[src/verilog/gcw_pkg.sv]
// Package: register map, field layout and reset values of the pin block
`default_nettype none
package gcw_pkg;
  localparam int unsigned NUM_PINS   = 8;
  localparam int unsigned HALF_PINS  = 4;
  localparam int unsigned ADDR_W     = 12;
  localparam int unsigned DATA_W     = 32;

  localparam logic [ADDR_W-1:0] PIN_CONFIG_LOWER_OFS         = 12'h018;
  localparam logic [ADDR_W-1:0] PIN_CONFIG_UPPER_OFS         = 12'h01c;
  localparam logic [ADDR_W-1:0] PIN_WAKE_ENABLE_POLARITY_OFS = 12'h020;
  localparam logic [ADDR_W-1:0] PIN_EVENT_STATUS_OFS         = 12'h060;
  localparam logic [ADDR_W-1:0] PIN_EVENT_MASK_OFS           = 12'h064;

  // Field positions (least significant bit of each 4 or 8 bit field)
  localparam int unsigned LO_FUNC_LSB  = 12;
  localparam int unsigned LO_DRIVE_LSB = 8;
  localparam int unsigned LO_DIR_LSB   = 4;
  localparam int unsigned LO_LEVEL_LSB = 0;
  localparam int unsigned UP_FUNC_LSB  = 24;
  localparam int unsigned UP_DRIVE_LSB = 16;
  localparam int unsigned UP_DIR_LSB   = 8;
  localparam int unsigned UP_LEVEL_LSB = 0;
  localparam int unsigned WK_EN_LSB    = 0;
  localparam int unsigned WK_POL_LSB   = 16;
  localparam int unsigned EVT_LSB      = 0;

  // Fixed defaults when neither a stored image nor a configured OTP exists; event and read data reset values follow
  localparam logic [NUM_PINS-1:0] FUNC_DEFAULT   = 8'hff;
  localparam logic [NUM_PINS-1:0] DRIVE_DEFAULT  = 8'h00;
  localparam logic [NUM_PINS-1:0] DIR_DEFAULT    = 8'h00;
  localparam logic [NUM_PINS-1:0] LEVEL_DEFAULT  = 8'h00;
  localparam logic [NUM_PINS-1:0] WK_EN_DEFAULT  = 8'h00;
  localparam logic [NUM_PINS-1:0] WK_POL_DEFAULT = 8'h00;
  localparam logic [NUM_PINS-1:0] STATUS_RESET   = 8'h00;
  localparam logic [NUM_PINS-1:0] MASK_RESET     = 8'h00;
  localparam logic [DATA_W-1:0]   RDATA_RESET    = 32'h0000_0000;

  localparam int unsigned SYNC_STAGES = 2;
endpackage
`default_nettype wire

[src/verilog/gcw_top.sv]
// Eight-pin general purpose port: configuration, wake detection, events
//
// Operation
// - Function-select bit zero puts the pin in general purpose mode.
// - Drive-type bit one gives push/pull, zero gives open-drain output.
// - Direction bit one makes the pin an output, zero an input.
// - Output pins drive the level bit, open-drain ones only when it is zero; reads return the live pin level.
// - Function select defaults to image, else all ones.
// - Drive, direction and level default to image, else zero.
// - USB or lite soft reset restores last loaded image or fixed defaults.
// - Level bit of an input pin after reset has no defined value.
// - Reset protection keeps all pin fields unchanged over protected resets.
// - Wake-enable bit one lets its pin raise wake, zero blocks it.
// - Polarity bit picks low or high pin level as trigger.
// - Pins outside general purpose mode never produce a wake event.
// - Wake fields load from image bytes, else default to zero.
`default_nettype none
module gcw_top
  import gcw_pkg::*;
(
  input  wire logic                CLK_SYS,
  input  wire logic                RST_N,
  input  wire logic [ADDR_W-1:0]   REG_ADDR,
  input  wire logic [DATA_W-1:0]   REG_WDATA,
  input  wire logic                REG_WR,
  input  wire logic                REG_RD,
  output logic      [DATA_W-1:0]   REG_RDATA,
  input  wire logic                IMG_LOAD,
  input  wire logic [NUM_PINS-1:0] IMG_FUNC,
  input  wire logic [NUM_PINS-1:0] IMG_DRIVE,
  input  wire logic [NUM_PINS-1:0] IMG_DIR,
  input  wire logic [NUM_PINS-1:0] IMG_LEVEL,
  input  wire logic [NUM_PINS-1:0] IMG_WK_EN,
  input  wire logic [NUM_PINS-1:0] IMG_WK_POL,
  input  wire logic                USB_RESET,
  input  wire logic                LITE_SOFT_RESET,
  input  wire logic                RESET_PROTECT,
  input  wire logic [NUM_PINS-1:0] PIN_IN,
  output logic      [NUM_PINS-1:0] PIN_OUT,
  output logic      [NUM_PINS-1:0] PIN_OE_N,
  output logic                     WAKE_EVENT,
  output logic                     IRQ
);

  logic [NUM_PINS-1:0] pin_function_select_r;
  logic [NUM_PINS-1:0] output_drive_type_r;
  logic [NUM_PINS-1:0] pin_direction_r;
  logic [NUM_PINS-1:0] pin_level_r;
  logic [NUM_PINS-1:0] wake_enable_mask_r;
  logic [NUM_PINS-1:0] wake_polarity_r;
  logic [NUM_PINS-1:0] img_func_r;
  logic [NUM_PINS-1:0] img_drive_r;
  logic [NUM_PINS-1:0] img_dir_r;
  logic [NUM_PINS-1:0] img_level_r;
  logic [NUM_PINS-1:0] img_wk_en_r;
  logic [NUM_PINS-1:0] img_wk_pol_r;
  logic                img_valid_r;
  logic [NUM_PINS-1:0] status_r;
  logic [NUM_PINS-1:0] status_nxt;
  logic [NUM_PINS-1:0] mask_r;
  logic [DATA_W-1:0]   rdata_r;
  logic [DATA_W-1:0]   rdata_nxt;
  logic                wake_r;
  logic [NUM_PINS-1:0] pin_sync;
  logic [NUM_PINS-1:0] gpio_input;
  logic [NUM_PINS-1:0] pol_match;
  logic [NUM_PINS-1:0] wake_src;
  logic                restore;
  logic                wr_lo;
  logic                wr_up;
  logic                wr_wk;
  logic                wr_sts;
  logic                wr_msk;

  gcw_sync #(.WIDTH (NUM_PINS)) u_sync (
    .clk      (CLK_SYS),
    .rst_n    (RST_N),
    .async_in (PIN_IN),
    .sync_out (pin_sync)
  );

  assign restore = (USB_RESET | LITE_SOFT_RESET) & ~RESET_PROTECT;
  assign wr_lo   = REG_WR && (REG_ADDR == PIN_CONFIG_LOWER_OFS);
  assign wr_up   = REG_WR && (REG_ADDR == PIN_CONFIG_UPPER_OFS);
  assign wr_wk   = REG_WR && (REG_ADDR == PIN_WAKE_ENABLE_POLARITY_OFS);
  assign wr_sts  = REG_WR && (REG_ADDR == PIN_EVENT_STATUS_OFS);
  assign wr_msk  = REG_WR && (REG_ADDR == PIN_EVENT_MASK_OFS);

  // Last loaded image is kept so a later bus reset can return to it
  always_ff @(posedge CLK_SYS) begin
    if (!RST_N) begin
      img_valid_r  <= 1'b0;
      img_func_r   <= FUNC_DEFAULT;
      img_drive_r  <= DRIVE_DEFAULT;
      img_dir_r    <= DIR_DEFAULT;
      img_level_r  <= LEVEL_DEFAULT;
      img_wk_en_r  <= WK_EN_DEFAULT;
      img_wk_pol_r <= WK_POL_DEFAULT;
    end else if (IMG_LOAD) begin
      img_valid_r  <= 1'b1;
      img_func_r   <= IMG_FUNC;
      img_drive_r  <= IMG_DRIVE;
      img_dir_r    <= IMG_DIR;
      img_level_r  <= IMG_LEVEL;
      img_wk_en_r  <= IMG_WK_EN;
      img_wk_pol_r <= IMG_WK_POL;
    end
  end

  always_ff @(posedge CLK_SYS) begin
    if (!RST_N) begin
      pin_function_select_r <= FUNC_DEFAULT;
    end else if (IMG_LOAD) begin
      pin_function_select_r <= IMG_FUNC;
    end else if (restore) begin
      pin_function_select_r <= img_valid_r ? img_func_r : FUNC_DEFAULT;
    end else begin
      if (wr_lo) begin
        pin_function_select_r[HALF_PINS-1:0] <= REG_WDATA[LO_FUNC_LSB +: HALF_PINS];
      end
      if (wr_up) begin
        pin_function_select_r[NUM_PINS-1:HALF_PINS] <= REG_WDATA[UP_FUNC_LSB +: HALF_PINS];
      end
    end
  end

  always_ff @(posedge CLK_SYS) begin
    if (!RST_N) begin
      output_drive_type_r <= DRIVE_DEFAULT;
    end else if (IMG_LOAD) begin
      output_drive_type_r <= IMG_DRIVE;
    end else if (restore) begin
      output_drive_type_r <= img_valid_r ? img_drive_r : DRIVE_DEFAULT;
    end else begin
      if (wr_lo) begin
        output_drive_type_r[HALF_PINS-1:0] <= REG_WDATA[LO_DRIVE_LSB +: HALF_PINS];
      end
      if (wr_up) begin
        output_drive_type_r[NUM_PINS-1:HALF_PINS] <= REG_WDATA[UP_DRIVE_LSB +: HALF_PINS];
      end
    end
  end

  always_ff @(posedge CLK_SYS) begin
    if (!RST_N) begin
      pin_direction_r <= DIR_DEFAULT;
    end else if (IMG_LOAD) begin
      pin_direction_r <= IMG_DIR;
    end else if (restore) begin
      pin_direction_r <= img_valid_r ? img_dir_r : DIR_DEFAULT;
    end else begin
      if (wr_lo) begin
        pin_direction_r[HALF_PINS-1:0] <= REG_WDATA[LO_DIR_LSB +: HALF_PINS];
      end
      if (wr_up) begin
        pin_direction_r[NUM_PINS-1:HALF_PINS] <= REG_WDATA[UP_DIR_LSB +: HALF_PINS];
      end
    end
  end

  // Stored level only matters for outputs; inputs read back the pin
  always_ff @(posedge CLK_SYS) begin
    if (!RST_N) begin
      pin_level_r <= LEVEL_DEFAULT;
    end else if (IMG_LOAD) begin
      pin_level_r <= IMG_LEVEL;
    end else if (restore) begin
      pin_level_r <= img_valid_r ? img_level_r : LEVEL_DEFAULT;
    end else begin
      if (wr_lo) begin
        pin_level_r[HALF_PINS-1:0] <= REG_WDATA[LO_LEVEL_LSB +: HALF_PINS];
      end
      if (wr_up) begin
        pin_level_r[NUM_PINS-1:HALF_PINS] <= REG_WDATA[UP_LEVEL_LSB +: HALF_PINS];
      end
    end
  end

  always_ff @(posedge CLK_SYS) begin
    if (!RST_N) begin
      wake_enable_mask_r <= WK_EN_DEFAULT;
      wake_polarity_r    <= WK_POL_DEFAULT;
    end else if (IMG_LOAD) begin
      wake_enable_mask_r <= IMG_WK_EN;
      wake_polarity_r    <= IMG_WK_POL;
    end else if (restore) begin
      wake_enable_mask_r <= img_valid_r ? img_wk_en_r : WK_EN_DEFAULT;
      wake_polarity_r    <= img_valid_r ? img_wk_pol_r : WK_POL_DEFAULT;
    end else if (wr_wk) begin
      wake_enable_mask_r <= REG_WDATA[WK_EN_LSB +: NUM_PINS];
      wake_polarity_r    <= REG_WDATA[WK_POL_LSB +: NUM_PINS];
    end
  end

  // Pin drivers; a pin in its alternate function is released here
  genvar gi;
  generate
    for (gi = 0; gi < NUM_PINS; gi++) begin : g_pin
      logic drive_on;
      assign drive_on = ~pin_function_select_r[gi] & pin_direction_r[gi];
      // Open-drain only pulls low; a high level relies on the pull-up
      assign PIN_OUT[gi]  = drive_on & output_drive_type_r[gi] & pin_level_r[gi];
      assign PIN_OE_N[gi] = ~(drive_on & (output_drive_type_r[gi] | ~pin_level_r[gi]));
    end
  endgenerate

  // Trigger sources: general purpose input at its selected level
  assign gpio_input = ~pin_function_select_r & ~pin_direction_r;
  assign pol_match  = ~(pin_sync ^ wake_polarity_r);
  assign wake_src   = gpio_input & pol_match & wake_enable_mask_r;

  always_ff @(posedge CLK_SYS) begin
    if (!RST_N) begin
      wake_r <= 1'b0;
    end else begin
      wake_r <= |wake_src;
    end
  end
  assign WAKE_EVENT = wake_r;

  // Sticky event bits; a new event beats a same-cycle clear
  assign status_nxt = (wr_sts ? (status_r & ~REG_WDATA[EVT_LSB +: NUM_PINS]) : status_r)
                      | (gpio_input & pol_match);

  always_ff @(posedge CLK_SYS) begin
    if (!RST_N) begin
      status_r <= STATUS_RESET;
    end else begin
      status_r <= status_nxt;
    end
  end

  always_ff @(posedge CLK_SYS) begin
    if (!RST_N) begin
      mask_r <= MASK_RESET;
    end else if (wr_msk) begin
      mask_r <= REG_WDATA[EVT_LSB +: NUM_PINS];
    end
  end
  assign IRQ = |(status_r & mask_r);

  // Read mux; reserved and unmapped bits come back zero
  always_comb begin
    rdata_nxt = '0;
    unique case (REG_ADDR)
      PIN_CONFIG_LOWER_OFS: begin
        rdata_nxt[LO_FUNC_LSB +: HALF_PINS]  = pin_function_select_r[HALF_PINS-1:0];
        rdata_nxt[LO_DRIVE_LSB +: HALF_PINS] = output_drive_type_r[HALF_PINS-1:0];
        rdata_nxt[LO_DIR_LSB +: HALF_PINS]   = pin_direction_r[HALF_PINS-1:0];
        rdata_nxt[LO_LEVEL_LSB +: HALF_PINS] = pin_sync[HALF_PINS-1:0];
      end
      PIN_CONFIG_UPPER_OFS: begin
        rdata_nxt[UP_FUNC_LSB +: HALF_PINS]  = pin_function_select_r[NUM_PINS-1:HALF_PINS];
        rdata_nxt[UP_DRIVE_LSB +: HALF_PINS] = output_drive_type_r[NUM_PINS-1:HALF_PINS];
        rdata_nxt[UP_DIR_LSB +: HALF_PINS]   = pin_direction_r[NUM_PINS-1:HALF_PINS];
        rdata_nxt[UP_LEVEL_LSB +: HALF_PINS] = pin_sync[NUM_PINS-1:HALF_PINS];
      end
      PIN_WAKE_ENABLE_POLARITY_OFS: begin
        rdata_nxt[WK_EN_LSB +: NUM_PINS]  = wake_enable_mask_r;
        rdata_nxt[WK_POL_LSB +: NUM_PINS] = wake_polarity_r;
      end
      PIN_EVENT_STATUS_OFS: rdata_nxt[EVT_LSB +: NUM_PINS] = status_r;
      PIN_EVENT_MASK_OFS:   rdata_nxt[EVT_LSB +: NUM_PINS] = mask_r;
      default:              rdata_nxt = '0;
    endcase
  end

  // Read data stand only in the cycle after the strobe
  always_ff @(posedge CLK_SYS) begin
    if (!RST_N) begin
      rdata_r <= RDATA_RESET;
    end else begin
      rdata_r <= REG_RD ? rdata_nxt : RDATA_RESET;
    end
  end
  assign REG_RDATA = rdata_r;
endmodule
`default_nettype wire

[src/verilog/gcw_sync.sv]
// Two-flop synchroniser for a bus of independent pin levels
`default_nettype none
module gcw_sync
  import gcw_pkg::*;
#(
  parameter int unsigned WIDTH = NUM_PINS
) (
  input  wire logic             clk,
  input  wire logic             rst_n,
  input  wire logic [WIDTH-1:0] async_in,
  output logic      [WIDTH-1:0] sync_out
);
  logic [WIDTH-1:0] meta_r;

  if (WIDTH < 1) begin : g_width_check
    $error("gcw_sync: WIDTH must be at least 1");
  end

  // The first stage feeds only the second stage
  always_ff @(posedge clk) begin
    if (!rst_n) begin
      meta_r   <= '0;
      sync_out <= '0;
    end else begin
      meta_r   <= async_in;
      sync_out <= meta_r;
    end
  end
endmodule
`default_nettype wire

[config.mk]
export PLATFORM = sky130hd
export DESIGN_NAME = gcw_top
export DESIGN_NICKNAME = d
export VERILOG_FILES = /design/src/verilog/gcw_pkg.sv /design/src/verilog/gcw_top.sv /design/src/verilog/gcw_sync.sv
export SDC_FILE = /design/constraint.sdc
export NUM_CORES = 1
export LEC_CHECK = 0
export ABC_CLOCK_PERIOD_IN_PS = 2500
export BUFFER_PORTS_ARGS = -buffer_cell sky130_fd_sc_hd__buf_2
export CORE_UTILIZATION = 55
export DETAILED_ROUTE_END_ITERATION = 10
export PLACE_DENSITY_LB_ADDON = 0.15
export SLEW_MARGIN = 10
export SYNTH_ARGS = -nofsm -noshare
export SYNTH_HDL_FRONTEND = slang
export SYNTH_HIERARCHICAL = 1
export SYNTH_SLANG_ARGS = --single-unit
[constraint.sdc]
create_clock -name CLK_SYS -period 2.5 [get_ports CLK_SYS]
set_input_delay 0.375 -clock CLK_SYS [delete_from_list [all_inputs] [get_ports CLK_SYS]]
set_output_delay 0.375 -clock CLK_SYS [all_outputs]
set_load 0.1 [all_outputs]
======== Yosys cells after proc, flatten, opt, wreduce, memory -nomap -nowiden ========
Index checks and enable logic that the tools add are counted.
word-level totals
  bits in registers ....................... 162
  bits in latches ......................... 0
  memory bits (writable) .................. 0
  bits in read-only memories .............. 0
  output and inout bits ................... 50
  word-level logic and storage cells ...... 157
  memories kept ........................... 0
operators by class
  $add $sub $neg .......................... 0
  multiply operators ...................... 0
  divide/modulo/power cells ............... 0
  magnitude comparators ................... 0
  equal/unequal tests ..................... 5
  shift operators ......................... 0
  muxes and demuxes ....................... 33
  bitwise operators ....................... 78
  reductions and logical operators ........ 14
operators with widths
  kind                                                                     number
  8-bit two-way mux                                                        21
  8-bit bitwise AND                                                        5
  1-bit bitwise AND                                                        33
  4-bit two-way mux                                                        8
  8-bit inverter                                                           4
  1-bit inverter                                                           25
  12-bit by 5-bit equality test with 1-bit output (second input constant)  2
  12-bit by 7-bit equality test with 1-bit output (second input constant)  2
  4-bit case mux with 5 select lines                                       1
  4-bit case mux with 2 select lines                                       2
  4-bit case mux with 4 select lines                                       1
  8-bit OR reduction                                                       2
  12-bit by 6-bit equality test with 1-bit output (second input constant)  1
  1-bit bitwise OR                                                         9
  3-bit AND reduction                                                      3
  3-bit nonzero test                                                       3
  8-bit bitwise OR                                                         1
  8-bit bitwise XOR                                                        1
  1-bit logical AND                                                        5
  2-bit AND reduction                                                      1

======== Depth between registers and ports, before layout ========
Gate-level depths: netlist (run 1).
  word-level depth ........................ 5
  mapped depth ............................ 7

======== By module ========
The synthesis (run 1) kept the hierarchy.
by module, submodules not included
  module    times used  cells an instance  area each (sq um)  seq. area each (sq um)
  gcw_top   1           775                6,979.2            2,842.7
  gcw_sync  1           33                 446.7              320.3

======== Least setup slack after synthesis (run 1) ========
OpenSTA, ideal clock, no wires.
  path type ............................... register to output
  start point ............................. register pin_level_r[0]
  end point ............................... output PIN_OE_N[0]
  arrival time ............................ 2,465 ps
  required time ........................... 2,125 ps
  setup slack ............................. -340 ps
  stages on the path, launching flop included .. 3
  buffers on the path ..................... 0
  cells stage by stage .................... dfxtp_1 > inv_1 > o21ai_0
between the ends
  longest elaborated chain between the ends .. 4
ends and longest elaborated chain
  element                           RTL line        text
  start: declaration                gcw_top.sv:48   logic [NUM_PINS-1:0] pin_level_r;
  start signal: assignment          gcw_top.sv:168  pin_level_r <= img_valid_r ? img_level_r : LEVEL_DEFAULT;
  start signal: indexed assignment  gcw_top.sv:171  pin_level_r[HALF_PINS-1:0] <= REG_WDATA[LO_LEVEL_LSB +: HALF_PINS];
  start signal: indexed assignment  gcw_top.sv:174  pin_level_r[NUM_PINS-1:HALF_PINS] <= REG_WDATA[UP_LEVEL_LSB +: HALF_PINS];
  1-bit inverter                    gcw_top.sv:203  assign PIN_OE_N[gi] = ~(drive_on & (output_drive_type_r[gi] | ~pin_level_r[gi]));
  1-bit bitwise OR                  gcw_top.sv:203
  1-bit bitwise AND                 gcw_top.sv:203
  1-bit inverter                    gcw_top.sv:203
  end: declaration                  gcw_top.sv:40   output logic [NUM_PINS-1:0] PIN_OE_N,
Every way passes these cells.

======== Worst setup path after layout (run 1) ========
  start point ............................. register pin_direction_r[7]
  end point ............................... output PIN_OUT[7]
between the ends
  longest elaborated chain between the ends .. 3
ends and longest elaborated chain
  element                           RTL line        text
  start: declaration                gcw_top.sv:47   logic [NUM_PINS-1:0] pin_direction_r;
  start signal: assignment          gcw_top.sv:150  pin_direction_r <= img_valid_r ? img_dir_r : DIR_DEFAULT;
  start signal: indexed assignment  gcw_top.sv:153  pin_direction_r[HALF_PINS-1:0] <= REG_WDATA[LO_DIR_LSB +: HALF_PINS];
  start signal: indexed assignment  gcw_top.sv:156  pin_direction_r[NUM_PINS-1:HALF_PINS] <= REG_WDATA[UP_DIR_LSB +: HALF_PINS];
  1-bit bitwise AND                 gcw_top.sv:200  assign drive_on = ~pin_function_select_r[gi] & pin_direction_r[gi];
  1-bit bitwise AND (2 in series)   gcw_top.sv:202  assign PIN_OUT[gi] = drive_on & output_drive_type_r[gi] & pin_level_r[gi];
  end: declaration                  gcw_top.sv:39   output logic [NUM_PINS-1:0] PIN_OUT,
Every way passes these cells.

==> results of run 1 <==
layout make-up:
type / count / area, um2 / area share, %
multi-input cells: 567 / 3870 / 43.7
flip-flops and latches: 158 / 3160 / 35.7
repair buffers: 167 / 958 / 10.8
clock buffers: 23 / 488 / 5.51
well taps: 176 / 220 / 2.49
inverters: 23 / 86.3 / 0.976
clock inverters: 7 / 62.6 / 0.707
through the flow:
stage / power, uW / instance area, um2 / std cells / worst slack [ns]
floorplan: 3290 / 7440 / 811 / 0.418
global placement: 3550 / 8300 / 1091 / 0.313
detailed placement: 3580 / 8300 / 1091 / 0.246
CTS: 5980 / 8850 / 1121 / 0.325
global route: 6180 / 8850 / 1121 / 0.322
finish: 5960 / 8850 / 1121 / 0.351
cell usage in the layout (no fill, tap or decap), types with 9 or more instances in the layout:
| cell type | count |
|---|---|
| dfxtp_1 | 158 |
| buf_2 | 148 |
| mux2i_1 | 91 |
| nor2_1 | 68 |
| nand2_1 | 54 |
| and3_1 | 53 |
| nand2b_1 | 37 |
| o311ai_0 | 36 |
| and2_1 | 32 |
| o21ai_0 | 28 |
| inv_1 | 22 |
| a21oi_1 | 21 |
| clkbuf_16 | 17 |
| nand3_1 | 16 |
| buf_4 | 13 |
| and2_2 | 12 |
| a22o_1 | 9 |
worst reg2reg max path, stage by stage, from the launching register on:
cell and delay [ns]:
dfxtp_1 0.49, buf_12 0.26, and3_1 0.16, o311ai_0 0.69, mux2i_1 0.17
per-layer routing:
metal	part of all wire, %	GRT usage [%]	wire length (um)
met4	2.7	13.9	570
met5	0	0	0
met3	5.7	4.83	1180
met1	46	41.3	9470
met2	46	48.1	9510
power by group:
part           internal (uW)  leakage [uW]  switching, uW
logic                    303       0.00245            446
registers               2660       0.00130            129
clock network           1450      0.000274            967
total                   4420       0.00403           1540
final timing paths:
check / slack, ns / from / endpoint
worst min register to register: 0.44 / u_sync/meta_r[4] / u_sync/sync_out[4]
worst max register to register: 0.59 / img_valid_r / pin_direction_r[2]
worst min-delay path: 0.16 / PIN_IN[3] / u_sync/meta_r[3]
worst max-delay path: 0.35 / pin_direction_r[7] / PIN_OUT[7]
logic make-up (layout without fill, tap and decap cells):
group	count (synthesis)	in the layout	synth area share, %
mux	96	96	13.0
other cells	1	4	0.0505
simple gates	311	311	23.1
compound gates	148	148	14.8
flops	158	158	42.6
buf+inv	86	220	5.44
xor+xnor	8	8	0.944
==> out/metrics.csv, run 1 <==
metric,value,unit
Post-Syn Area per Cell,9.19,um2
total wire length,20700,um
initial DRC count,649,
synthesized cell area,0.00743,mm2
final setup TNS,0,ns
sequential area share after synthesis,42.6,%
Slowest cell on crit path,dfxtp_1,
outcome,completed,
Post-Syn Instances,808,
FILL cells,1104,
final hold slack,0.164,ns
commonest cells in the netlist,"158 x dfxtp_1, 91 x mux2i_1, 68 x nor2_1",
Cell variety after synth,57,
synthesis-stage register bit count,158,
Leak Pwr,0.00403,uW
Chip Height,118,um
crit-path max cell delay,0.53,ns
"area leader, netlist",dfxtp_1,
I/O pin count,158,
Post-CTS Resized,0,
Main synth FF type,dfxtp_1,
# DRC,0,
hold depth,2,
async set or reset register ratio after synthesis,0,%
Clock Sinks,158,
ant diodes,0,
CTS Hold Bufs,0,
worst-skew pair later-pin latency,0.43,ns
GP Congestion,0.931,
max FFs per register,28,
global route overflow,0,
post-CTS setup buffers,0,
R2R cell count,4,
pin count of the biggest net entering global routing,97,
most frequent cell after synthesis,dfxtp_1,
Worst-path clk slew,0.06,ns
critical path cell sequence,nor2b_1 -> and3_1 -> buf_2,
total track usage,30.6,%
total of max-cap violations,0,
"antenna viol nets, final",0,
critical path endpoint category,output pin,
Crit path buffers/inverters,1,
Cell Pwr Density,673,mW/mm2
Synth-to-Final Area Change,19.2,%
Via Count,6529,
initial core utilization,56.3,%
"EDFF count, synth",0,
Setup Skew,0.0110,ns
CTS tree,built,
Synth top area share,42.6,%
Synthesis Warnings,6,
DRT Pass-1 Iters,6,
share of cells above drive strength 1,24.4,%
stages on the worst setup path,3,
Setup CP Type,reg -> out,
die area,0.0140,mm2
CORE AREA,0.0132,mm2
CTS root buf,clkbuf_16,
TritonCTS buffer count,17,
Final #Nets,1042,
crit start category,flop,
Setup Viol. Count Final,0,
Area contributors post-synth,"dfxtp_1 43%, mux2i_1 12%, and3_1 4.5%",
VDD IR max,0.479,mV
H-Tree Depth,4,
clock buffer depth,2,
Fin. Hold Viols,0,
Rows,42,
Top delay family on crit path,flip-flops,
Least-Margin Pin Slew,1.16,ns
DIE WIDTH,118,um
Tcrit/Tclk final,86.0,%
Buffers on Ports,149,
drt wl/cell,18.5,um
first-pass GRT wire length,32400,um
Finished Core Util,67.1,%
worst relative slew slack,22.6,%
vias in the first global route,6177,
vias per std cell,5.82,
crit path time final,2.15,ns
"Data required, critical path",2.12,ns
RSZ-0062 raised after global routing,no,
hpwl dp,15000,um
"Max FO, Critical Path",5,
initial antenna violation count,0,
Max Fclk,465,MHz
max-slew violation count,0,
Hold Crit Class,in -> reg,
CP arrival,1.77,ns
Power figures use the tool's default switching activity.
==> inputs of run 2 (changes only) <==
Settings changed: ABC_CLOCK_PERIOD_IN_PS 2500 to 2490, CORE_ASPECT_RATIO set to 0.9, CORE_UTILIZATION 55 to 59.
Clock period 2.5 ns to 2.49 ns, I/O delays scaled along.
==> out/metrics.csv, run 2 (synthesis gave the netlist of run 1 again) <==
metric,value,unit
crit start category,flop,
CORE AREA,0.0122,mm2
Max Fclk,467,MHz
Finished Core Util,72.4,%
DRT Pass-1 Iters,8,
Hold Crit Class,in -> reg,
Slowest cell on crit path,dfxtp_1,
Placed Area,0.00827,mm2
CTS Hold Bufs,0,
drt wl/cell,19.2,um
crit path time final,2.14,ns
Least-Margin Pin Slew,1.13,ns
critical path endpoint category,output pin,
DIE WIDTH,120,um
share of cells above drive strength 1,25.0,%
final setup TNS,0,ns
final design area excluding fillers,0.00882,mm2
Rows,38,
FILL cells,955,
total of max-cap violations,0,
multi-input logic area,0.00387,mm2
Post-CTS Resized,0,
Leak Pwr,0.00402,uW
RSZ-0062 raised after global routing,no,
most frequent cells in the layout,"158 x dfxtp_1, 148 x buf_2, 91 x mux2i_1",
Combinational Power Share,12.7,%
Setup Viol. Count Final,0,
Buffers on Ports,149,
hpwl dp,15100,um
initial DRC count,560,
first-pass GRT wire length,32900,um
power share of the clock group,40.4,%
register area,0.00316,mm2
total track usage,33.5,%
Chip Height,108,um
Cell Pwr Density,676,mW/mm2
"most common cell after layout, fill and taps aside",dfxtp_1,
Top delay family on crit path,simple AND/OR/NAND/NOR gates,
outcome,completed,
worst-skew pair later-pin latency,0.43,ns
Fin. Hold Viols,0,
vias per std cell,6.00,
max-slew violation count,0,
Worst-path clk slew,0.06,ns
CTS root buf,clkbuf_16,
post-CTS setup buffers,0,
Switching Share,28.1,%
vias in the first global route,6349,
worst relative slew slack,24.6,%
max FFs per register,28,
ant diodes,0,
"antenna viol nets, final",0,
critical path cell sequence,nor2b_1 -> and3_1 -> buf_2,
Crit path buffers/inverters,1,
Clock Sinks,158,
Seq pwr share,46.9,%
crit-path max cell delay,0.45,ns
die area,0.0130,mm2
total wire length,21300,um
CP arrival,1.77,ns
I/O pin count,158,
# DRC,0,
Tcrit/Tclk final,86.1,%
"Max FO, Critical Path",5,
GP Congestion,0.958,
clock buffer depth,2,
pin count of the biggest net entering global routing,58,
"Data required, critical path",2.12,ns
Post-Layout Cell Count,1109,
P_sw,1680,uW
Synth-to-Final Area Change,18.7,%
CTS tree,built,
initial antenna violation count,0,
VDD IR max,0.555,mV
H-Tree Depth,4,
Pint,4280,uW
global route overflow,0,
initial core utilization,61.0,%
Via Count,6658,
Setup Skew,0.00817,ns
TritonCTS buffer count,17,
# placed instances,1077,
Final #Nets,1044,
Setup CP Type,reg -> out,
[run 2: cell types whose count changed in the layout (fill, tap and decap cells not counted)]
cell and delta:
buf_12 -2, clkinv_4 +3, clkinvlp_4 +1, buf_4 +4, clkinv_2 -2, inv_6 +6
clkbuf_8 -3, bufinv_16 -1, clkbuf_1 -2
[run 2: path summary, 6_finish.rpt]
path,from,endpoint,slack (ns),depth (start not counted)
min reg2reg,u_sync/meta_r[2],u_sync/sync_out[2],0.44,1
max reg2reg,img_valid_r,pin_direction_r[7],0.61,4
min,PIN_IN[1],u_sync/meta_r[1],0.17,2
max,pin_direction_r[7],PIN_OUT[7],0.35,3
[run 2: power groups by stage]
stage,sequential (uW),combinational [uW],clock [uW]
CTS,2790,746,2410
global route,2810,817,2540
global placement,2840,720,0
finish,2800,756,2410
detailed placement,2850,741,0
floorplan,2800,505,0
[run 2: layout make-up]
class / instances / share of cell area, %
Timing Repair Buffer: 169 / 10.8
Multi-Input combinational cell: 567 / 43.9
Inverter: 23 / 0.979
Clock inverter: 14 / 1.23
Clock buffer: 18 / 4.98
Tap cell: 160 / 2.27
Sequential cell: 158 / 35.9
[run 2: layer usage]
metal | vias up | wire length (um) | global-route usage, %
li1 | 3124 | - | -
met1 | 3172 | 8940 | 41.6
met2 | 307 | 9850 | 55.6
met3 | 55 | 1850 | 8.44
met4 | 0 | 614 | 14.1
met5 | - | 0 | 0
[run 2: through the flow]
stage	total power, uW	hold WS [ns]	setup WS, ns
after floorplan	3310	0.412	0.409
after global placement	3560	0.416	0.333
after detailed placement	3590	0.427	0.262
after CTS	5950	0.162	0.407
after global routing	6170	0.155	0.307
final	5960	0.167	0.347
